--- src/common/rprc_defines.vh ---
// register map constants for the per-port remap configuration bank
// assumes an 8-bit local register address and 8-bit data
`ifndef RPRC_DEFINES_VH
`define RPRC_DEFINES_VH

// ----------------------------------------------------------------
// register offsets
// ----------------------------------------------------------------
`define RPRC_OFF_PORT_SEL    8'h4C
`define RPRC_OFF_FWD_CTL     8'h59
`define RPRC_OFF_FWD_SPARE   8'h5A
`define RPRC_OFF_SER_ADDR    8'h5B
`define RPRC_OFF_SER_ALIAS   8'h5C
`define RPRC_OFF_TGT0        8'h5D
`define RPRC_OFF_TGT1        8'h5E
`define RPRC_OFF_TGT2        8'h5F

// ----------------------------------------------------------------
// field positions
// ----------------------------------------------------------------
`define RPRC_FWD_OVR_BIT     7
`define RPRC_FWD_GPIO_HI     1
`define RPRC_FWD_GPIO_LO     0
`define RPRC_ADDR_HI         7
`define RPRC_ADDR_LO         1
`define RPRC_HOLD_BIT        0
`define RPRC_AACK_BIT        0

// ----------------------------------------------------------------
// reset values
// ----------------------------------------------------------------
`define RPRC_RST_BYTE        8'h00
`define RPRC_RST_ADDR        7'h00
`define RPRC_RST_GPIO        2'h0
`define RPRC_RST_PORT_SEL    2'h0

`endif

--- src/hdl/rprc_bank.v ---
// per-receive-port remap configuration bank with alias decode and remap
// assumes a local register access port and forward-channel load ports
`timescale 1ns/1ps
`include "rprc_defines.vh"

module rprc_bank #(
    parameter NPORT = 4,
    parameter NTGT  = 3
) (
    input  wire        clk_sys,
    input  wire        nrst,
    input  wire        reg_wr,
    input  wire        reg_rd,
    input  wire [7:0]  reg_addr,
    input  wire [7:0]  reg_wdata,
    output reg  [7:0]  reg_rdata,
    input  wire        fwd_ctl_load,
    input  wire [1:0]  fwd_ctl_port,
    input  wire [1:0]  fwd_gpio_count_in,
    input  wire        fwd_id_load,
    input  wire [1:0]  fwd_id_port,
    input  wire [6:0]  fwd_ser_addr_in,
    input  wire        txn_req,
    input  wire [6:0]  txn_addr,
    input  wire        txn_write,
    input  wire [NTGT*7-1:0] tgt_alias_flat,
    output reg         fwd_req,
    output reg  [1:0]  fwd_port,
    output reg  [6:0]  fwd_addr,
    output reg         local_ack,
    output reg  [2:0]  port0_gpio_enabled,
    output reg  [1:0]  port_sel
);

    // ----------------------------------------------------------------
    // storage
    // ----------------------------------------------------------------
    reg         ovr_r     [0:NPORT-1];
    reg  [1:0]  gpio_r    [0:NPORT-1];
    reg  [6:0]  saddr_r   [0:NPORT-1];
    reg         hold_r    [0:NPORT-1];
    reg  [6:0]  alias_r   [0:NPORT-1];
    reg         aack_r    [0:NPORT-1];
    reg  [6:0]  tgt_r     [0:NPORT*NTGT-1];
    reg  [1:0]  port_sel_r;
    reg  [7:0]  rdata_nxt;
    integer     i;
    integer     t;

    // ----------------------------------------------------------------
    // helpers
    // ----------------------------------------------------------------
    function [2:0] gpio_decode;
        input [1:0] code;
        begin
            case (code)
                2'h0: gpio_decode = 3'h0;
                2'h1: gpio_decode = 3'h1;
                2'h2: gpio_decode = 3'h2;
                2'h3: gpio_decode = 3'h4;
                default: gpio_decode = 3'h0;
            endcase
        end
    endfunction

    function is_tgt;
        input [7:0] a;
        begin
            is_tgt = (a >= `RPRC_OFF_TGT0) && (a < `RPRC_OFF_TGT0 + NTGT);
        end
    endfunction

    wire [7:0] tgt_idx = reg_addr - `RPRC_OFF_TGT0;

    // ----------------------------------------------------------------
    // register writes and forward-channel loads
    // ----------------------------------------------------------------
    always @(posedge clk_sys or negedge nrst) begin
        if (!nrst) begin
            port_sel_r <= `RPRC_RST_PORT_SEL;
            for (i = 0; i < NPORT; i = i + 1) begin
                ovr_r[i]   <= 1'b0;
                gpio_r[i]  <= `RPRC_RST_GPIO;
                saddr_r[i] <= `RPRC_RST_ADDR;
                hold_r[i]  <= 1'b0;
                alias_r[i] <= `RPRC_RST_ADDR;
                aack_r[i]  <= 1'b0;
            end
            for (i = 0; i < NPORT*NTGT; i = i + 1) begin
                tgt_r[i] <= `RPRC_RST_ADDR;
            end
        end else begin
            // forward loads first so a local write in the same cycle wins
            if (fwd_ctl_load && !ovr_r[fwd_ctl_port]) begin
                gpio_r[fwd_ctl_port] <= fwd_gpio_count_in;
            end
            if (fwd_id_load && !hold_r[fwd_id_port]) begin
                saddr_r[fwd_id_port] <= fwd_ser_addr_in;
            end
            if (reg_wr) begin
                if (reg_addr == `RPRC_OFF_PORT_SEL) begin
                    port_sel_r <= reg_wdata[1:0];
                end
                if (reg_addr == `RPRC_OFF_FWD_CTL) begin
                    ovr_r[port_sel_r] <= reg_wdata[`RPRC_FWD_OVR_BIT];
                    if (reg_wdata[`RPRC_FWD_OVR_BIT] || ovr_r[port_sel_r]) begin
                        gpio_r[port_sel_r] <= reg_wdata[`RPRC_FWD_GPIO_HI:`RPRC_FWD_GPIO_LO];
                    end
                end
                if (reg_addr == `RPRC_OFF_SER_ADDR) begin
                    saddr_r[port_sel_r] <= reg_wdata[`RPRC_ADDR_HI:`RPRC_ADDR_LO];
                    hold_r[port_sel_r]  <= reg_wdata[`RPRC_HOLD_BIT];
                end
                if (reg_addr == `RPRC_OFF_SER_ALIAS) begin
                    alias_r[port_sel_r] <= reg_wdata[`RPRC_ADDR_HI:`RPRC_ADDR_LO];
                    aack_r[port_sel_r]  <= reg_wdata[`RPRC_AACK_BIT];
                end
                if (is_tgt(reg_addr)) begin
                    tgt_r[port_sel_r*NTGT + tgt_idx] <= reg_wdata[`RPRC_ADDR_HI:`RPRC_ADDR_LO];
                end
            end
        end
    end

    // ----------------------------------------------------------------
    // read mux
    // ----------------------------------------------------------------
    always @* begin
        rdata_nxt = `RPRC_RST_BYTE;
        case (reg_addr)
            `RPRC_OFF_PORT_SEL:  rdata_nxt = {6'h00, port_sel_r};
            `RPRC_OFF_FWD_CTL:   rdata_nxt = {ovr_r[port_sel_r], 5'h00, gpio_r[port_sel_r]};
            `RPRC_OFF_FWD_SPARE: rdata_nxt = `RPRC_RST_BYTE;
            `RPRC_OFF_SER_ADDR:  rdata_nxt = {saddr_r[port_sel_r], hold_r[port_sel_r]};
            `RPRC_OFF_SER_ALIAS: rdata_nxt = {alias_r[port_sel_r], aack_r[port_sel_r]};
            default: begin
                if (is_tgt(reg_addr)) begin
                    rdata_nxt = {tgt_r[port_sel_r*NTGT + tgt_idx], 1'b0};
                end
            end
        endcase
    end

    always @(posedge clk_sys or negedge nrst) begin
        if (!nrst) begin
            reg_rdata <= `RPRC_RST_BYTE;
        end else if (reg_rd) begin
            reg_rdata <= rdata_nxt;
        end
    end

    // ----------------------------------------------------------------
    // alias decode and remap of local transactions on selected port
    // ----------------------------------------------------------------
    reg        hit_nxt;
    reg        ack_nxt;
    reg  [6:0] addr_nxt;
    always @* begin
        hit_nxt  = 1'b0;
        ack_nxt  = 1'b0;
        addr_nxt = 7'h00;
        if (alias_r[port_sel_r] != 7'h00 && txn_addr == alias_r[port_sel_r]) begin
            hit_nxt  = 1'b1;
            addr_nxt = saddr_r[port_sel_r];
            ack_nxt  = txn_write && aack_r[port_sel_r];
        end
        for (t = 0; t < NTGT; t = t + 1) begin
            if (!hit_nxt && tgt_alias_flat[t*7 +: 7] != 7'h00 && txn_addr == tgt_alias_flat[t*7 +: 7]) begin
                hit_nxt  = 1'b1;
                addr_nxt = tgt_r[port_sel_r*NTGT + t];
            end
        end
    end

    always @(posedge clk_sys or negedge nrst) begin
        if (!nrst) begin
            fwd_req            <= 1'b0;
            fwd_port           <= 2'h0;
            fwd_addr           <= 7'h00;
            local_ack          <= 1'b0;
            port0_gpio_enabled <= 3'h0;
            port_sel           <= `RPRC_RST_PORT_SEL;
        end else begin
            fwd_req            <= txn_req && hit_nxt;
            fwd_port           <= port_sel_r;
            fwd_addr           <= addr_nxt;
            local_ack          <= txn_req && ack_nxt;
            port0_gpio_enabled <= gpio_decode(gpio_r[0]);
            port_sel           <= port_sel_r;
        end
    end

endmodule // rprc_bank

--- config.mk ---
export PLATFORM = sky130hd
export DESIGN_NAME = rprc_bank
export DESIGN_NICKNAME = d
export VERILOG_FILES = /design/src/hdl/rprc_bank.v
export VERILOG_INCLUDE_DIRS = /design/src /design/src/common
export SDC_FILE = /design/constraint.sdc
export NUM_CORES = 1
export LEC_CHECK = 0
export ABC_AREA = 1
export BUFFER_PORTS_ARGS = -buffer_cell sky130_fd_sc_hd__buf_4
export CORE_MARGIN = 1.5
export CORE_UTILIZATION = 30
export DETAILED_ROUTE_END_ITERATION = 10
export GPL_TIMING_DRIVEN = 0
export PLACE_DENSITY_LB_ADDON = 0.2
export SYNTH_ARGS = -nofsm -noshare
export SYNTH_HDL_FRONTEND = slang
export SYNTH_SLANG_ARGS = --single-unit
--- constraint.sdc ---
create_clock -name clk_sys -period 3.4 [get_ports clk_sys]
set_input_delay 0.17 -clock clk_sys [delete_from_list [all_inputs] [get_ports clk_sys]]
set_output_delay 0.17 -clock clk_sys [all_outputs]
set_load 0.01 [all_outputs]
==> summary.txt, run 1 <==
Synth
  • Synth Area in Compound Gates: 20.84%
  • Simple logic cell fraction of the synthesized area: around a quarter
  • Largest cells by area after synthesis: dfrtp_1 40%, nand2_1 15%, o21ai_0 9.7%, inv_1 4.5%, nor2_1 4.1%
  • Net count after synthesis: 1,678
  • XOR/XNOR Fraction of Synth Area: between 1 and 1.5%
  • Largest family of logic cells by synthesized area: simple AND/OR/NAND/NOR gates
  • Mux contribution to synthesized area: 0.7041%
  • Mean post-synth cell area: approximately 7.1 µm²
  • Synth area leader: dfrtp_1
  • Top FF cell, synth: dfrtp_1
  • Top cell type's share of synthesized area: 40.48%
  • Sequential area share after synthesis: 40.48%
  • Count leader, synth: nand2_1
  • Synth cell count leaders: 444 x nand2_1, 221 x o21ai_0, 184 x dfrtp_1
  • FFs w/ async S/R, synth: 100.0%
  • Syn Inst Count: 1,599
  • Mapped Area: about 11,000 µm²
  • Distinct cells, synth: 45
  • Ys Warns: 0
  • Post-synth EDFFs: 0
  • Synth Area in Adders: 1.540%
  • #FFs+latches synth: 184

Timing
  • Final Cycle Share: between 90% and 100%
  • TNS Setup: 0 ps
  • Fin. Hold Viols: 0
  • Slew headroom: 29.60%
  • Slew Limit Fails: 0
  • Post-route minimum period: roughly 3300 ps
  • Setup WS post-layout: 113.1 ps
  • Count of final setup violators: 0
  • Clock Skew: 13.40 ps
  • Peak Freq: about 300 MHz
  • RSZ-0062 raised after global routing: true
  • Worst Max-Slew Pin Slew: 1048 ps

Floorplan
  • Initial Utilization: 30.34%
  • Die Y-Extent: 197.7 µm
  • Die footprint: 39,090 µm²
  • Ports: between 80 and 90
  • Die width: 197.7 µm
  • Site Rows: 71
  • Core area: between 30,000 and 40,000 µm²

Critical path
  • Critical Path Sink Type: flip-flop
  • Max incr delay on CP: 480 ps
  • Most used cell along the critical path: nand2_1
  • Worst path arrival time: roughly 3600 ps
  • WP depth: 23
  • Slowest-stage cell, CP: dfrtp_2
  • CP Launch Point: port_sel_r[0]
  • Startpoint types: flip-flop
  • Worst R2R Setup Slack: around 110 ps
  • CP delay by family, top: simple AND/OR/NAND/NOR gates
  • CP required: 3720 ps
  • Worst Path Buf+Inv: 8
  • Crit-path max FO: 12
  • Reg2Reg Launch Point: port_sel_r[0]
  • Worst Setup Path Type: reg2reg
  • Crit path cell chain: clkinv_8 -> buf_12 -> ha_1 -> buf_6 -> inv_2 -> nand2_1 -> nand2_1 -> inv_1 -> ha_2 -> inv_1 -> nand2_1 -> nand2_1 -> nand2_1 -> nand2_2 -> a21oi_1 -> nor2_1 -> nand3_4 -> buf_12 -> nor2_8 -> nand2_2 -> buf_6 -> nand2_1 -> o21ai_2
  • Reg2Reg Depth: 23

Place
  • Hpwl dp: about 35 mm
  • Dpl ws: -1501 ps
  • Placed cell areas: approximately 13,000 µm²
  • Gpl congestion: 0.9278
  • Buffers on Ports: 84

GRT
  • GRT Util Overall: about a quarter
  • Antenna violations before repair: 1
  • Vias in the first global route: 10,900
  • Gr ovfl total: 0
  • First-pass GRT wire length: 69.55 mm
  • Maximum number of pins on one net before global-route repair: 105

Power and ir drop
  • Pwr/cell area: 403.5 nW/µm²
  • Peak supply drop: 0.3821 mV
  • Static leakage: 6.452 nW

Layout
  • Fin area: 13,680 µm²
  • Nets: 1,800
  • Layout area overhead: 20.26%
  • Share of cells above drive strength 1: 13.38%
  • Final Core Density: 36.49%
  • Fill count: 4,116
  • # diodes: 0

Routing
  • Vias/cell: 5.177
  • WL final: 46.90 mm
  • 1st-pass router iterations: 6
  • Number of routed nets with antenna violations: 0
  • Residual DRC: 0
  • Vias: 11,620
  • Average wire per standard cell: 20.89 µm
  • Iteration-0 DRC Markers: 1,433

Job
  • Max-Cap Viols: 0

Clock tree
  • Skew-Pair Late Insertion Delay: 460 ps
  • Clock transition at path regs: 70 ps
  • # clock sinks: 184
  • Clock buffer depth: 2
  • Num CTS Buffers: 17
  • CTS Root Cell: clkbuf_16
  • H-Tree Depth: 4
  • CTS tree: yes

Min path
  • Hold Crit Class: in2reg
  • Hold path start: fwd_ser_addr_in[2]
  • Hold path depth: 3

Run status
  • Status: completed
-- tightest hold or removal path, cell delays in order --
cell and delay (ps):
buf_4 100, nor3_1 40, o22ai_1 110
-- timing repair --
| action | 4_1_cts | 5_1_grt |
|---|---|---|
| pin swaps | 2 | 4 |
| endpoints found under the hold margin | 94 | 0 |
| gates resized for setup | 31 | 30 |
| gates cloned | 0 | 3 |
| hold buffers | 12 | 0 |
| buffers inserted | 3 | 6 |
| endpoints found under the setup margin | 98 | 89 |
-- metal layers --
layer,up-vias,GRT usage [%],wire (µm)
met4,0,7.096,980
met2,453,38.02,20810
met3,51,3.032,2991
met1,5578,34.78,22120
met5,-,0,0
li1,5540,-,-
-- layout make-up --
| cell class | instances | area (µm²) | area share [%] |
|---|---|---|---|
| multi-input cells | 1187 | 5861 | 42.85 |
| clock buffers | 21 | 470.5 | 3.439 |
| repair inverters | 1 | 8.758 | 0.06403 |
| well taps | 511 | 639.4 | 4.674 |
| repair buffers | 108 | 915.9 | 6.696 |
| inverters | 142 | 553.0 | 4.043 |
| flip-flops and latches | 184 | 4607 | 33.68 |
| plain buffers | 80 | 485.5 | 3.549 |
| clock inverters | 11 | 137.6 | 1.006 |
-- kinds of logic after synthesis --
logic type | after synthesis
AO/OA/AOI/OAI | 432
XOR/XNOR | 18
adder cells (fa/ha/maj) | 14
buffers and inverters | 228
flip-flops | 184
multiplexers | 8
AND/OR/NAND/NOR | 715
-- sequential cells by signal, summed over array words and instances (netlist names) --
name	flops
tgt_r	84
alias_r	28
saddr_r	28
gpio_r	8
reg_rdata	8
fwd_addr	7
aack_r	4
hold_r	4
ovr_r	4
port0_gpio_enabled	3
port_sel	2
port_sel_r	2
fwd_req	1
local_ack	1
-- layout by cell type, fill, tap and decap left out, types with 21 or more instances in the layout --
cell type / count
clkbuf_1: 32
inv_1: 134
buf_2: 21
nor2_1: 123
o21ai_1: 81
nor3_1: 22
a21oi_1: 47
o21ai_0: 220
buf_4: 94
nand2_1: 442
o22ai_1: 29
nand3_1: 67
dfrtp_1: 182
-- power by group --
| part | switching [mW] | internal (mW) | total (mW) |
|---|---|---|---|
| Sequential | 0.0649 | 2.28 | 2.35 |
| Clock | 0.961 | 1.16 | 2.12 |
| Combinational | 0.707 | 0.348 | 1.06 |
| Total | 1.73 | 3.79 | 5.52 |
-- worst paths after layout --
kind                               endpoint
worst max-delay path              tgt_r[72]
worst min-delay path            saddr_r[23]
worst max register to register    tgt_r[72]
worst min register to register  alias_r[23]
max in group asynchronous         tgt_r[42]
min in group asynchronous         hold_r[2]
-- per-stage QoR --
step	instances	hold WS [ps]	power, mW
global route	2245	27.52	5.755
global placement	2194	374.1	3.370
finish	2245	14.06	5.519
detailed placement	2195	220.6	3.380
CTS	2237	3.508	5.519
floorplan	1599	-125.6	2.933
(Power assumes the default switching activity.)
==> run 2: changes to the inputs <==
clock period = 3.75 ns   (was 3.4 ns; I/O delays follow)
==> run 2 against run 1 <==
Compared with the run above:
- register-to-register slack better by 80 ps
- die area did not move
- final cell count decreased by 0.40%
- wire length decreased by 1.1%
- combinational power is 12% lower
- setup slack improved by 82 ps
- sequential share of layout area grew 0.57 points
- utilization fell by 0.61 points
- clock skew shrank 0.77 ps
- global-route usage about the same
- design area decreased by 1.7%
- worst hold slack worse by 2.2 ps
- largest power group unchanged
==> summary.txt, run 2 (synthesis results as in run 1) <==
Layout
  • Share of cells above drive strength 1: 12.99% (was 13.38%)
  • Layout area overhead: 18.25% (was 20.26%)
  • Most flop-heavy register: tgt_r (unchanged)
  • Non-Filler Instances: 2,236 (was 2,245)
  • Top Registers: tgt_r x84, alias_r x28, saddr_r x28 (unchanged)
  • Fill count: 4,137 (was 4,116)
  • Max FFs per register: 84 (unchanged)
  • Commonest non-fill, non-tap cell in the layout: nand2_1 (unchanged)
  • Fin area: 13,450 µm² (was 13,680 µm²)
  • Final Core Density: 35.88% (was 36.49%)
  • Nets: 1,791 (was 1,800)
  • Most frequent cells in the layout: 443 x nand2_1, 220 x o21ai_0, 182 x dfrtp_1 (was 442 x nand2_1, 220 x o21ai_0, 182 x dfrtp_1)
  • # diodes: 0 (unchanged)

Routing
  • Average wire per standard cell: 20.74 µm (was 20.89 µm)
  • 1st-pass router iterations: 6 (unchanged)
  • WL final: 46.38 mm (was 46.90 mm)
  • Number of routed nets with antenna violations: 0 (unchanged)
  • Iteration-0 DRC Markers: 1,382 (was 1,433)
  • Vias: 11,530 (was 11,620)
  • Vias/cell: 5.157 (was 5.177)
  • Residual DRC: 0 (unchanged)

Timing
  • Setup WS post-layout: 194.7 ps (was 113.1 ps)
  • Slew Limit Fails: 0 (unchanged)
  • Final Cycle Share: 94.81% (was 96.67%)
  • RSZ-0062 raised after global routing: false (was true)
  • Worst Max-Slew Pin Slew: 1070 ps (was 1048 ps)
  • Count of final setup violators: 0 (unchanged)
  • Peak Freq: 281.3 MHz (was 304.2 MHz)
  • Fin. Hold Viols: 0 (unchanged)
  • Clock Skew: 12.63 ps (was 13.40 ps)
  • Post-route minimum period: 3555 ps (was 3287 ps)
  • Slew headroom: 28.16% (was 29.60%)

Run status
  • Status: completed (unchanged)

Critical path
  • Worst path arrival time: 3950 ps (was 3610 ps)
  • Crit-path max FO: 12 (unchanged)
  • Worst Setup Path Type: reg2reg (unchanged)
  • CP required: 4150 ps (was 3720 ps)
  • Startpoint types: flip-flop (unchanged)
  • Critical Path Sink Type: flip-flop (unchanged)

Place
  • Placed instance count: 2,195 (unchanged)
  • Buffers on Ports: 84 (unchanged)
  • Hpwl dp: 35.48 mm (unchanged)
  • Dpl ws: -1151 ps (was -1501 ps)
  • Gpl congestion: 0.9278 (unchanged)
  • Placed cell areas: 12,680 µm² (unchanged)

Clock tree
  • # clock sinks: 184 (unchanged)
  • Clock buffer depth: 2 (unchanged)
  • CTS Root Cell: clkbuf_16 (unchanged)
  • CTS tree: yes (unchanged)
  • Clock transition at path regs: 80 ps (was 70 ps)
  • Skew-Pair Late Insertion Delay: 460 ps (about the same)
  • Num CTS Buffers: 17 (unchanged)
  • H-Tree Depth: 4 (unchanged)

GRT
  • Antenna violations before repair: 1 (unchanged)
  • Vias in the first global route: 10,940 (was 10,900)
  • Gr ovfl total: 0 (unchanged)
  • First-pass GRT wire length: 69.58 mm (was 69.55 mm)
  • Maximum number of pins on one net before global-route repair: 105 (unchanged)
  • GRT Util Overall: 24.26% (was 24.23%)

Min path
  • Hold Crit Class: in2reg (unchanged)

Floorplan
  • Die Y-Extent: 197.7 µm (unchanged)
  • Die footprint: 39,090 µm² (unchanged)
  • Initial Utilization: 30.34% (unchanged)
  • Core area: 37,490 µm² (unchanged)
  • Site Rows: 71 (unchanged)
  • Ports: 89 (unchanged)
  • Die width: 197.7 µm (unchanged)

Power and ir drop
  • Pwr/cell area: 370.8 nW/µm² (was 403.5 nW/µm²)
  • Peak supply drop: 0.3375 mV (was 0.3821 mV)
  • Static leakage: 6.254 nW (was 6.452 nW)

Job
  • Max-Cap Viols: 0 (unchanged)
## run 2: path summary, 6_finish.rpt
| path | start | to | slack [ps] | cells past startpoint |
|---|---|---|---|---|
| min in group asynchronous | nrst | hold_r[2] | 320 | 2 |
| max in group asynchronous | nrst | fwd_addr[3] | 2480 | 3 |
| worst max register to register | port_sel_r[0] | reg_rdata[2] | 190 | 18 |
| worst max-delay path | port_sel_r[0] | reg_rdata[2] | 190 | 18 |
| worst min register to register | alias_r[14] | alias_r[14] | 490 | 2 |
| worst min-delay path | reg_wdata[1] | saddr_r[14] | 10 | 3 |
## run 2: layout make-up
cell class | instances | area (µm²) | area share, %
Multi-Input combinational cell | 1187 | 5828 | 43.33
Clock buffer | 21 | 470.5 | 3.498
Buffer | 83 | 450.4 | 3.349
Sequential cell | 184 | 4607 | 34.25
Tap cell | 511 | 639.4 | 4.754
Inverter | 142 | 538.0 | 4.000
Clock inverter | 11 | 137.6 | 1.023
Timing Repair Buffer | 97 | 778.2 | 5.787
## run 2: layer usage
| metal | track usage (%) | routed length, µm | vias up |
|---|---|---|---|
| met3 | 3.458 | 2941 | 54 |
| li1 | - | - | 5515 |
| met5 | 0 | 0 | - |
| met1 | 34.64 | 21710 | 5563 |
| met4 | 7.945 | 1151 | 0 |
| met2 | 37.57 | 20580 | 400 |
## run 2: where the power goes
group          switching, mW  internal (mW)
Clock                  0.876           1.05
Combinational          0.632          0.305
Sequential            0.0574           2.07
Total                   1.57           3.42
## run 2: repair_timing
action | in CTS | in global routing
gates resized for setup | 24 | 4
hold buffers | 9 | 0
endpoints found under the setup margin | 98 | 89
pin swaps | 2 | 1
setup buffers | 3 | 0
endpoints found under the hold margin | 90 | 0
## run 2: worst max-delay path: stages (launching register included)
cell and delay, ps:
dfrtp_2 450, inv_4 170, buf_6 190, buf_6 210
ha_1 260, buf_6 150, inv_2 50, nand2_1 40
nand2_1 90, inv_1 50, ha_2 400, buf_4 220
nand2_1 130, clkbuf_4 230, o22ai_1 200, o21ai_0 160
nand2_1 110, nand4_1 160, a21oi_1 180
## run 2: metrics by stage
| step | hold WS (ps) | TNS (ps) | total power [mW] |
|---|---|---|---|
| finish | 11.82 | 0 | 4.988 |
| global route | 18.53 | 0 | 5.200 |
| CTS | 2.143 | 0 | 4.998 |
| detailed placement | 238.1 | -73690 | 3.064 |
| global placement | 391.6 | -78420 | 3.056 |
| floorplan | -108.1 | 0 | 2.660 |
==> run 3: changes to the inputs <==
GPL_TIMING_DRIVEN = default   (was 0)
clock period = 2.85 ns   (was 3.75 ns; I/O delays follow)
==> run 3 against run 2 <==
Compared with the run above:
- worst hold slack gained 19 ps
- die area is the same
- sequential power grew 31%
- critical path depth shrank 5
- clock power grew 23%
- design area grew 0.56%
- sequential share of layout area shrank 0.18 points
- final cell count shrank 1.2%
- via count shrank 2.5%
- power grew 27%
- combinational power grew 27%
- largest power group unchanged
==> summary.txt, run 3 (synthesis results as in run 1) <==
Run status
  • Status: completed (unchanged)

Critical path
  • CP Launch Point: port_sel_r[0] (unchanged)
  • CP delay by family, top: compound AO/OA/AOI/OAI gates (was buffers and inverters)
  • Worst Setup Path Type: reg2reg (unchanged)
  • Reg2Reg Depth: 13 (was 18)
  • Reg2Reg Launch Point: port_sel_r[0] (unchanged)
  • Max incr delay on CP: 510 ps (was 450 ps)
  • Worst path arrival time: 3040 ps (was 3950 ps)
  • CP required: 3220 ps (was 4150 ps)
  • Crit-path max FO: 14 (was 12)
  • Startpoint types: flip-flop (unchanged)
  • Slowest-stage cell, CP: dfrtp_4 (was dfrtp_2)
  • Critical Path Sink Type: flip-flop (unchanged)
  • Reg2reg end: reg_rdata[1] (was reg_rdata[2])
  • Worst R2R Setup Slack: 180 ps (was 190 ps)
  • Worst Path Buf+Inv: 4 (was 8)
  • Most used cell along the critical path: inv_2 (was nand2_1)
  • Crit path cell chain: inv_2 -> ha_4 -> inv_2 -> nand2_1 -> nand2_1 -> inv_2 -> ha_4 -> nor2_4 -> inv_1 -> o22ai_1 -> o21ai_0 -> nand4_1 -> a21oi_1 (was inv_4 -> buf_6 -> buf_6 -> ha_1 -> buf_6 -> inv_2 -> nand2_1 -> nand2_1 -> inv_1 -> ha_2 -> buf_4 -> nand2_1 -> clkbuf_4 -> o22ai_1 -> o21ai_0 -> nand2_1 -> nand4_1 -> a21oi_1)

Clock tree
  • Num CTS Buffers: 17 (unchanged)
  • H-Tree Depth: 4 (unchanged)
  • Clock buffer depth: 2 (unchanged)
  • Skew-Pair Late Insertion Delay: 450 ps (was 460 ps)
  • CTS tree: yes (unchanged)
  • CTS Root Cell: clkbuf_16 (unchanged)
  • Clock transition at path regs: 70 ps (was 80 ps)
  • # clock sinks: 184 (unchanged)

Timing
  • Slew headroom: 29.08% (was 28.16%)
  • Post-route minimum period: 2666 ps (was 3555 ps)
  • Count of final setup violators: 0 (unchanged)
  • Worst Max-Slew Pin Slew: 1063 ps (was 1070 ps)
  • Fin. Hold Viols: 0 (unchanged)
  • Slew Limit Fails: 0 (unchanged)
  • Peak Freq: 375.1 MHz (was 281.3 MHz)
  • Clock Skew: 16.32 ps (was 12.63 ps)
  • Final Cycle Share: 93.55% (was 94.81%)
  • RSZ-0062 raised after global routing: false (unchanged)

Routing
  • Vias: 11,250 (was 11,530)
  • Iteration-0 DRC Markers: 1,048 (was 1,382)
  • Residual DRC: 0 (unchanged)
  • Number of routed nets with antenna violations: 0 (unchanged)
  • WL final: 41.39 mm (was 46.38 mm)
  • Vias/cell: 5.089 (was 5.157)
  • Average wire per standard cell: 18.73 µm (was 20.74 µm)
  • 1st-pass router iterations: 5 (was 6)

Place
  • Hpwl dp: 30.59 mm (was 35.48 mm)
  • Gpl congestion: 0.9323 (was 0.9278)
  • Buffers on Ports: 88 (was 84)
  • Placed cell areas: 12,660 µm² (was 12,680 µm²)

GRT
  • Antenna violations before repair: 0 (was 1)
  • Maximum number of pins on one net before global-route repair: 85 (was 105)
  • First-pass GRT wire length: 63.22 mm (was 69.58 mm)
  • GRT Util Overall: 21.38% (was 24.26%)
  • Gr ovfl total: 0 (unchanged)
  • Vias in the first global route: 10,420 (was 10,940)

Layout
  • Nets: 1,765 (was 1,791)
  • Max FFs per register: 84 (unchanged)
  • Share of cells above drive strength 1: 13.30% (was 12.99%)
  • Fin area: 13,520 µm² (was 13,450 µm²)
  • Top Registers: tgt_r x84, alias_r x28, saddr_r x28 (unchanged)
  • Fill count: 4,078 (was 4,137)
  • Layout area overhead: 18.91% (was 18.25%)
  • Commonest non-fill, non-tap cell in the layout: nand2_1 (unchanged)
  • # diodes: 0 (unchanged)
  • Final Core Density: 36.08% (was 35.88%)
  • Most flop-heavy register: tgt_r (unchanged)
  • Most frequent cells in the layout: 444 x nand2_1, 221 x o21ai_0, 183 x dfrtp_1 (was 443 x nand2_1, 220 x o21ai_0, 182 x dfrtp_1)

Floorplan
  • Die footprint: 39,090 µm² (unchanged)
  • Die width: 197.7 µm (unchanged)
  • Site Rows: 71 (unchanged)
  • Initial Utilization: 30.34% (unchanged)
  • Die Y-Extent: 197.7 µm (unchanged)
  • Core area: 37,490 µm² (unchanged)
  • Ports: 89 (unchanged)

Power and ir drop
  • Pwr/cell area: 469.8 nW/µm² (was 370.8 nW/µm²)
  • Internal: 4.352 mW (was 3.422 mW)
  • Switching pwr: 2.001 mW (was 1.566 mW)
  • Combinational share of power: 18.8% (about the same)
  • Flop pwr share: 43.9% (was 42.6%)
  • Static leakage: 6.448 nW (was 6.254 nW)
  • Peak supply drop: 0.4283 mV (was 0.3375 mV)
  • Clock Power Share: 37.3% (was 38.6%)
  • Sw Ratio: 31.50% (was 31.39%)

Min path
  • Hold Crit Class: in2reg (unchanged)
  • Hold path start: fwd_ser_addr_in[4] (was reg_wdata[1])
  • Hold EP: saddr_r[25] (was saddr_r[14])
  • Hold path depth: 3 (unchanged)

Job
  • Max-Cap Viols: 0 (unchanged)
[run 3: changes by cell type in the layout (fill, tap and decap cells not counted), sizes merged]
cell         before  now
clkbuf           59   20
dlygate4sd3       9   17
inv             145  149
buf             133  135
bufinv            2    0
nand2           461  462
[run 3: timing repair]
item / 4_1_cts / 5_1_grt
buffers inserted: 0 / 4
endpoints found under the hold margin: 102 / 0
hold buffers: 17 / 0
endpoints found under the setup margin: 0 / 75
resized for setup: 0 / 12
[run 3: metrics by stage]
stage	power [mW]	hold WS, ps	setup WS [ps]	instances	TNS [ps]
after floorplan	3.517	-153.1	-143.2	1599	-8079
after global placement	3.990	256.3	152.4	2156	0
after detailed placement	3.995	256.7	132.6	2156	0
after CTS	6.394	8.505	114.8	2205	0
after global routing	6.654	36.23	5.421	2210	0
final	6.353	30.89	183.9	2210	0
[run 3: per-layer routing]
layer	vias up	share of wire (%)	track usage [%]
met4	0	1.4	4.948
met5	-	0	0
met1	5364	48	31.29
met3	37	5.5	2.674
li1	5477	-	-
met2	368	45	33.41
[run 3: worst max-delay path by stage]
| stage | to | slack, ps | cells after the start |
|---|---|---|---|
| floorplan | tgt_r[39] | -140 | 25 |
| global placement | fwd_addr[4] | 150 | 9 |
| detailed placement | tgt_r[25] | 130 | 19 |
| CTS | tgt_r[11] | 110 | 19 |
| global route | fwd_addr[1] | 5 | 14 |
| finish | reg_rdata[1] | 180 | 13 |
[run 3: layout make-up]
| class | count | area (µm²) | share of cell area [%] |
|---|---|---|---|
| multi-input combinational | 1188 | 5906 | 43.67 |
| sequential | 184 | 4608 | 34.07 |
| timing repair buffer | 153 | 1255 | 9.279 |
| tap | 511 | 639.4 | 4.728 |
| inverter | 142 | 533.0 | 3.941 |
| clock buffer | 19 | 452.9 | 3.349 |
| clock inverter | 13 | 130.1 | 0.9622 |
[run 3: power groups by stage]
stage	Combinational, mW	Sequential (mW)	Clock (mW)
floorplan	0.693	2.82	0
global placement	1.15	2.84	0
detailed placement	1.16	2.84	0
CTS	1.18	2.79	2.43
global route	1.32	2.80	2.53
finish	1.19	2.79	2.37
[run 3: worst reg2reg max path, cell delays in order, from the launching register on]
cell and delay [ps]:
dfrtp_4 510, inv_2 120, ha_4 230, inv_2 50, nand2_1 40, nand2_1 80
inv_2 50, ha_4 290, nor2_4 40, inv_1 350, o22ai_1 120, o21ai_0 280
nand4_1 240, a21oi_1 190
